`src/tts_map.vh`:
```
`ifndef TTS_MAP_VH
`define TTS_MAP_VH

// ------------------------------------------------------------
// Register indices (byte address is four times the index)
// ------------------------------------------------------------
`define TTS_IDX_ONESHOT 10'h342
`define TTS_IDX_TRGSEL 10'h343
`define TTS_IDX_STATUS 10'h344
`define TTS_ADDR_W 12

// ------------------------------------------------------------
// Reset values
// ------------------------------------------------------------
`define TTS_RST_ONESHOT 8'h00
`define TTS_RST_TRGSEL 8'h00

// ------------------------------------------------------------
// One-shot and control register fields
// ------------------------------------------------------------
`define TTS_OS_CH3_GO 3
`define TTS_OS_CH4_GO 4
`define TTS_OS_ZIE 5
`define TTS_OS_CH0_SEL_LO 6
`define TTS_OS_CH0_SEL_HI 7

// ------------------------------------------------------------
// Trigger select register fields (low bit, high bit)
// ------------------------------------------------------------
`define TTS_TS_CH1_LO 0
`define TTS_TS_CH1_HI 1
`define TTS_TS_CH2_LO 2
`define TTS_TS_CH2_HI 3
`define TTS_TS_CH3_LO 4
`define TTS_TS_CH3_HI 5
`define TTS_TS_CH4_LO 6
`define TTS_TS_CH4_HI 7

// ------------------------------------------------------------
// Selector codes
// ------------------------------------------------------------
`define TTS_SEL_PIN 2'h0
`define TTS_SEL_B2 2'h1
`define TTS_SEL_PREV 2'h2
`define TTS_SEL_NEXT 2'h3

`endif

```
`src/tts_top.v`:
```
// Added by the designer: register access over Avalon-MM.

`include "tts_map.vh"
`default_nettype none

// ------------------------------------------------------------
// Event source selector for one channel
// ------------------------------------------------------------
module tts_trig_mux (
  input wire clk,
  input wire rst,
  input wire [1:0] sel,
  input wire pin,
  input wire b2_ovf,
  input wire prev_ovf,
  input wire next_ovf,
  output reg trig
);

  reg next_trig;

  // Pick the event source by code
  always @* begin
    case (sel)
      `TTS_SEL_PIN: next_trig = pin;
      `TTS_SEL_B2: next_trig = b2_ovf;
      `TTS_SEL_PREV: next_trig = prev_ovf;
      `TTS_SEL_NEXT: next_trig = next_ovf;
      default: next_trig = pin;
    endcase
  end

  // Registered event output
  always @(posedge clk) begin
    if (rst) begin
      trig <= 1'b0;
    end else begin
      trig <= next_trig;
    end
  end

endmodule

// ------------------------------------------------------------
// Timer trigger select block
// ------------------------------------------------------------
module tts_top (
  input wire clk,
  input wire rst,
  input wire [11:0] address,
  input wire read,
  input wire write,
  input wire [3:0] byteenable,
  input wire [31:0] writedata,
  output reg [31:0] readdata,
  output wire waitrequest,
  input wire chan0_event_pin,
  input wire chan1_event_pin,
  input wire chan2_event_pin,
  input wire chan3_event_pin,
  input wire chan4_event_pin,
  input wire chan0_ovf,
  input wire chan1_ovf,
  input wire chan2_ovf,
  input wire chan3_ovf,
  input wire chan4_ovf,
  input wire second_group_unit_two_ovf,
  input wire zphase_pin,
  output wire chan0_trig,
  output wire chan1_trig,
  output wire chan2_trig,
  output wire chan3_trig,
  output wire chan4_trig,
  output reg chan3_start,
  output reg chan4_start,
  output reg zphase_event
);

  reg ack;
  reg chan3_oneshot_go;
  reg chan4_oneshot_go;
  reg zphase_input_enable;
  reg chan0_trig_sel_low;
  reg chan0_trig_sel_high;
  reg [7:0] trgsel;
  reg [7:0] next_rd;
  wire [9:0] idx;
  wire hit_os;
  wire hit_ts;
  wire hit_st;
  wire wr_lane0;
  wire [7:0] os_val;
  wire [7:0] st_val;

  // ------------------------------------------------------------
  // Avalon-MM slave handshake
  // ------------------------------------------------------------

  // Word index from byte address
  assign idx = address[11:2];
  assign hit_os = (idx == `TTS_IDX_ONESHOT);
  assign hit_ts = (idx == `TTS_IDX_TRGSEL);
  assign hit_st = (idx == `TTS_IDX_STATUS);
  assign wr_lane0 = write & ack & byteenable[0];

  // One wait cycle, then release
  assign waitrequest = (read | write) & ~ack;

  // Acknowledge one cycle after a request is taken
  always @(posedge clk) begin
    if (rst) begin
      ack <= 1'b0;
    end else begin
      ack <= (read | write) & ~ack;
    end
  end

  // ------------------------------------------------------------
  // Register read path
  // ------------------------------------------------------------

  // One-shot bits read as zero after start
  assign os_val = {chan0_trig_sel_high, chan0_trig_sel_low,
                   zphase_input_enable, chan4_oneshot_go,
                   chan3_oneshot_go, 3'h0};
  // Live trigger and Z-phase state
  assign st_val = {2'h0, zphase_event, chan4_trig, chan3_trig,
                   chan2_trig, chan1_trig, chan0_trig};

  // Unmapped words read as zero
  always @* begin
    next_rd = 8'h00;
    if (hit_os) begin
      next_rd = os_val;
    end else if (hit_ts) begin
      next_rd = trgsel;
    end else if (hit_st) begin
      next_rd = st_val;
    end
  end

  // Read data captured when a read is taken
  always @(posedge clk) begin
    if (rst) begin
      readdata <= 32'h0000_0000;
    end else if (read & ~ack) begin
      readdata <= {24'h00_0000, next_rd};
    end
  end

  // ------------------------------------------------------------
  // Register write path
  // ------------------------------------------------------------

  // One-shot and control register
  always @(posedge clk) begin
    if (rst) begin
      chan3_oneshot_go <= 1'b0;
      chan4_oneshot_go <= 1'b0;
      zphase_input_enable <= 1'b0;
      chan0_trig_sel_low <= 1'b0;
      chan0_trig_sel_high <= 1'b0;
    end else begin
      // Start bits return to idle after one cycle
      chan3_oneshot_go <= 1'b0;
      chan4_oneshot_go <= 1'b0;
      if (wr_lane0 & hit_os) begin
        chan3_oneshot_go <= writedata[`TTS_OS_CH3_GO];
        chan4_oneshot_go <= writedata[`TTS_OS_CH4_GO];
        zphase_input_enable <= writedata[`TTS_OS_ZIE];
        chan0_trig_sel_low <= writedata[`TTS_OS_CH0_SEL_LO];
        chan0_trig_sel_high <= writedata[`TTS_OS_CH0_SEL_HI];
      end
    end
  end

  // Trigger select register
  always @(posedge clk) begin
    if (rst) begin
      trgsel <= `TTS_RST_TRGSEL;
    end else if (wr_lane0 & hit_ts) begin
      trgsel <= writedata[7:0];
    end
  end

  // ------------------------------------------------------------
  // One-shot start and Z-phase gating
  // ------------------------------------------------------------

  // Start pulse only on a written 1
  always @(posedge clk) begin
    if (rst) begin
      chan3_start <= 1'b0;
      chan4_start <= 1'b0;
      zphase_event <= 1'b0;
    end else begin
      chan3_start <= chan3_oneshot_go;
      chan4_start <= chan4_oneshot_go;
      zphase_event <= zphase_pin & zphase_input_enable;
    end
  end

  // ------------------------------------------------------------
  // Per-channel event source selectors
  // ------------------------------------------------------------

  // Channel 0: ch4 then ch1 overflow
  tts_trig_mux u_sel0 (
    .clk(clk),
    .rst(rst),
    .sel({chan0_trig_sel_high, chan0_trig_sel_low}),
    .pin(chan0_event_pin),
    .b2_ovf(second_group_unit_two_ovf),
    .prev_ovf(chan4_ovf),
    .next_ovf(chan1_ovf),
    .trig(chan0_trig)
  );

  // Channel 1: ch0 then ch2 overflow
  tts_trig_mux u_sel1 (
    .clk(clk),
    .rst(rst),
    .sel({trgsel[`TTS_TS_CH1_HI], trgsel[`TTS_TS_CH1_LO]}),
    .pin(chan1_event_pin),
    .b2_ovf(second_group_unit_two_ovf),
    .prev_ovf(chan0_ovf),
    .next_ovf(chan2_ovf),
    .trig(chan1_trig)
  );

  // Channel 2: ch1 then ch3 overflow
  tts_trig_mux u_sel2 (
    .clk(clk),
    .rst(rst),
    .sel({trgsel[`TTS_TS_CH2_HI], trgsel[`TTS_TS_CH2_LO]}),
    .pin(chan2_event_pin),
    .b2_ovf(second_group_unit_two_ovf),
    .prev_ovf(chan1_ovf),
    .next_ovf(chan3_ovf),
    .trig(chan2_trig)
  );

  // Channel 3: ch2 then ch4 overflow
  tts_trig_mux u_sel3 (
    .clk(clk),
    .rst(rst),
    .sel({trgsel[`TTS_TS_CH3_HI], trgsel[`TTS_TS_CH3_LO]}),
    .pin(chan3_event_pin),
    .b2_ovf(second_group_unit_two_ovf),
    .prev_ovf(chan2_ovf),
    .next_ovf(chan4_ovf),
    .trig(chan3_trig)
  );

  // Channel 4: ch3 then ch0 overflow
  tts_trig_mux u_sel4 (
    .clk(clk),
    .rst(rst),
    .sel({trgsel[`TTS_TS_CH4_HI], trgsel[`TTS_TS_CH4_LO]}),
    .pin(chan4_event_pin),
    .b2_ovf(second_group_unit_two_ovf),
    .prev_ovf(chan3_ovf),
    .next_ovf(chan0_ovf),
    .trig(chan4_trig)
  );

endmodule

`default_nettype wire

```
`config.mk`:
```
export PLATFORM = sky130hd
export DESIGN_NAME = tts_top
export DESIGN_NICKNAME = d
export VERILOG_FILES = /design/src/tts_top.v
export VERILOG_INCLUDE_DIRS = /design/src /design/src/src
export SDC_FILE = /design/constraint.sdc
export NUM_CORES = 1
export LEC_CHECK = 0
export BUFFER_PORTS_ARGS = -buffer_cell sky130_fd_sc_hd__clkbuf_2
export CAP_MARGIN = 20
export CORE_ASPECT_RATIO = 1.4
export CORE_MARGIN = 3
export CORE_UTILIZATION = 43
export CTS_BUF_LIST = sky130_fd_sc_hd__clkbuf_8
export DETAILED_ROUTE_END_ITERATION = 12
export GPL_TIMING_DRIVEN = 0
export PLACE_DENSITY_LB_ADDON = 0.12
export SLEW_MARGIN = 30
export SYNTH_ARGS = -nofsm -noshare
export SYNTH_HDL_FRONTEND = slang
export SYNTH_HIERARCHICAL = 1
export SYNTH_SLANG_ARGS = --single-unit
```
`constraint.sdc`:
```
create_clock -name clk -period 1.4 [get_ports clk]
set_input_delay 0.21 -clock clk [delete_from_list [all_inputs] [get_ports clk]]
set_output_delay 0.21 -clock clk [all_outputs]
set_load 0.05 [all_outputs]
```
# Yosys cells after proc, flatten, opt, wreduce, memory -nomap -nowiden
# Index checks and enable logic that the tools add are counted.
# classes
n_addsub,0
multipliers,0
div_mod_pow,0
magnitude_cmp,0
eq_ne,18
shifts,0
mux,8
n_bitwise,10
n_reduce_logical,6
# op_table
operator,n
== test 10 bit (second input constant),3
== test 2 bit (second input constant),10
case mux 1 bit (4 select lines),5
two-way mux 8 bit,2
== test 2 x 1 -> 1 bit (second input constant),5
logical NOT 2 bit,5
bitwise AND 1 bit,7
two-way mux 6 bit,1
NOT 1 bit,2
OR reduction 2 bit,1
bitwise OR 1 bit,1
# word_totals
register_bits,30
latchBits,0
ram_bits,0
mem_bits_ro,0
in_bits,64
wordCells,58
memories,0

# Depth between registers and ports, before layout
# logic_depth
word_depth,5
ltp_mapped,5
ltp_nobuf,3

# Cells and area by module
# The synthesis kept the hierarchy.
# by_module_without_submodules
module,instances,cells_per_inst,area_per_inst_um2
tts_top,1,131,1312.5
tts_trig_mux,5,3,56.3

# Least setup slack after synthesis
# Ideal clock, no wire load.
# synth_timing
kind,register to output
start,register ack
end,output port waitrequest
arrival_time_ps,998
required_time_ps,1190
slack_ps,192
stages_incl_launch_ff,2
n_path_buf,0
path_cell_list,dfxtp_1 nor2_1
# synth_between
elab_chain_cells,2
# synth_lines
item,line_no,source
start: declaration,tts_top.v:79,reg ack;
start signal: assignment,tts_top.v:114,ack <= (read | write) & ~ack;
NOT 1 bit,tts_top.v:107,assign waitrequest = (read | write) & ~ack;
bitwise AND 1 bit,tts_top.v:107,
end: declaration,tts_top.v:56,"output wire waitrequest,"
# Every way passes these cells.

# Worst setup path after layout
# Same ends and word-level chain as after synthesis.

==> metrics <==
Clk network pwr share 36.3%; first-pass iteration count of the detailed router 4; setup repair after global routing missed its margin no; worst path arrival time 1.03 ns; TritonCTS clock tree yes; kind of launch point of the worst setup path register; DIE HEIGHT 78.0 µm; I/O pins 105; top cells by area, synth sky130_fd_sc_hd__dfxtp_1 38%, sky130_fd_sc_hd__buf_4 11%, sky130_fd_sc_hd__mux2i_1 8.2%; post-cts hold buffer count 0; mapped cell area 0.00159 mm²; main flop type after synthesis sky130_fd_sc_hd__dfxtp_1; maximum net fanout on the critical path 7; summed negative setup slack over all endpoints 0 ns; number of enable flip-flop cells after synthesis 0; Root Buffer sky130_fd_sc_hd__clkbuf_8; most common library cell in the layout ignoring fill and taps sky130_fd_sc_hd__clkbuf_2; share of total power in combinational logic 20.2%; most frequent cells in the layout 52 x sky130_fd_sc_hd__clkbuf_2, 29 x sky130_fd_sc_hd__dfxtp_1, 24 x sky130_fd_sc_hd__buf_4, 24 x sky130_fd_sc_hd__conb_1, 19 x sky130_fd_sc_hd__nand2b_1; DP Worst Slack -0.164 ns; Worst Clk Skew 0.00566 ns; Max H-tree Level 2; placeable core area 0.00347 mm²; all-layer global routing usage 18.4%; instance count of the mapped netlist 146; cell internal power dissipation 1400 µW; count of final hold-check violations 0; post-route worst setup slack 0.165 ns; Fillers 346; total number of vias 1277; synthesized area per cell 10.9 µm²; port bufs 51; average via count per standard cell 4.76; Layout Area Growth over Synthesis 31.0%; # Max-Cap Violations 0; wire length of the first global-routing pass 6270 µm; diode insertion count for antenna repair 0; post-synthesis async set-or-reset flop share 0%; proportion of total power due to net switching 30.4%; number of remaining DRC errors 0; clock latency at the later pin of the worst-skew pair 0.28 ns; Hold/Removal Path Class in2reg; placed wire-length estimate 3050 µm; number of buffers inserted during clock tree synthesis 5; maximum operating frequency 0.810 GHz; Yosys cell types 30; net count of the finished layout 291; ratio of final minimum period to clock period 88.2%; Power per Cell Area 960 mW/mm²; number of buffers on the longest clock path 2; post_cts resized 0; WS Path Type reg2out; Post-CTS Setup Inserts 0; static leakage 0.000964 µW; final hold slack 0.122 ns; CTS clock-pin slew for the worst setup and hold paths 0.07 ns; worst vdd rail ir drop 688 µV; clock sink total 30; Total Power 2010 µW; routability-driven placement congestion ratio 0.775; number of global-route vias before repair 1318; cell taking the most area after synthesis sky130_fd_sc_hd__dfxtp_1; die extent in x 57.5 µm; Routed WL per cell 14.0 µm; Ys Warns 6; remaining antenna violation count 0; final count of negative-setup-slack endpoints 0; time the final worst path needs with I/O delays and setup 1.24 ns; overflow left after global routing 0; share of final-layout standard cells stronger than drive strength 1 47.4%; Critical Path End Type output pin; 1st-iter DRT viols 14; antenna violations before repair 0; maximum number of pins on one net before global-route repair 11; total count of max-transition violations in the final report 0; run status complete, no violations; net switching power figure 609 µW; count of state elements after synthesis 30; share of the synthesized area in the top cell type 37.7%; DRT Wirelength 3750 µm; sequential cell area fraction in the yosys report 37.7%; Required @ worst endpoint 1.19 ns; standard-cell row count 25; die area 0.00448 mm²; sequential power share 43.4%; initial cell density of the core 45.9%
[power by group through the flow]
stage,Combinational [µW],Sequential [µW],Clock (µW)
after global routing,431,873,789
after CTS,402,871,752
final,406,871,728
after floorplan,282,916,0
after detailed placement,402,890,0
after global placement,396,890,0
[critical path, stage by stage, from the launching register on]
cell and delay, ns:
sky130_fd_sc_hd__dfxtp_2 0.35, sky130_fd_sc_hd__nor2_1 0.11, sky130_fd_sc_hd__clkbuf_2 0.28
[cell usage after synthesis, types with 2 or more instances]
master / count
sky130_fd_sc_hd__nand4_1: 2
sky130_fd_sc_hd__buf_2: 4
sky130_fd_sc_hd__mux2i_1: 13
sky130_fd_sc_hd__buf_4: 24
sky130_fd_sc_hd__a32oi_1: 3
sky130_fd_sc_hd__mux4_2: 5
sky130_fd_sc_hd__o2bb2ai_1: 8
sky130_fd_sc_hd__clkbuf_1: 2
sky130_fd_sc_hd__nor2b_1: 3
sky130_fd_sc_hd__nand2b_1: 19
sky130_fd_sc_hd__dfxtp_1: 30
sky130_fd_sc_hd__nor3b_1: 4
sky130_fd_sc_hd__nor2b_4: 5
sky130_fd_sc_hd__a22oi_1: 3
sky130_fd_sc_hd__nor2_1: 3
sky130_fd_sc_hd__and4_1: 2
sky130_fd_sc_hd__mux2_2: 3
[registers in the layout (all words and copies together), names as in the netlist]
| register | count |
|---|---|
| chan3_oneshot_go | 1 |
| u_sel3/trig | 1 |
| zphase_input_enable | 1 |
| chan4_start | 1 |
| trgsel | 8 |
| u_sel2/trig | 1 |
| readdata | 8 |
| u_sel4/trig | 1 |
| u_sel0/trig | 1 |
| chan0_trig_sel_low | 1 |
| zphase_event | 1 |
| ack | 1 |
| u_sel1/trig | 1 |
| chan3_start | 1 |
| chan0_trig_sel_high | 1 |
| chan4_oneshot_go | 1 |
[metrics by stage]
stage	utilization, %	std cells	area (µm²)
floorplan	-	169	1680
global placement	57.2	260	1990
detailed placement	57.2	260	1990
CTS	59.9	268	2080
global route	60.1	268	2090
finish	60.1	268	2090
[metal layers]
metal | GRT usage, % | routed length [µm] | up-vias
li1 | - | - | 633
met1 | 19.4 | 1430 | 589
met2 | 33.3 | 2000 | 48
met3 | 4.28 | 243 | 7
met4 | 9.05 | 82 | 0
met5 | 0 | 0 | -
[kinds of logic after synthesis]
group           count (synthesis)  share of synthesized area [%]
simple gates                   47                           22.8
buf+inv                        32                           14.0
flops                          30                           37.7
mux                            21                           17.3
compound gates                 15                           8.01
other cells                     1                          0.235
[final cells by class]
cell class	count	area (µm²)	area share, %
clock buffers	6	82.6	3.95
multi-input cells	107	862	41.3
well taps	40	50.0	2.40
plain buffers	31	220	10.5
repair buffers	51	255	12.2
inverters	1	3.75	0.180
flip-flops and latches	30	602	28.8
clock inverters	2	12.5	0.599
[path summary, 6_finish.rpt]
check	from	endpoint	slack, ns	cells past startpoint
max	ack	waitrequest	0.16	2
min	zphase_pin	zphase_event	0.12	3
max reg2reg	ack	trgsel[4]	0.16	4
min reg2reg	zphase_input_enable	zphase_event	0.45	2
Power figures use the tool's default switching activity.
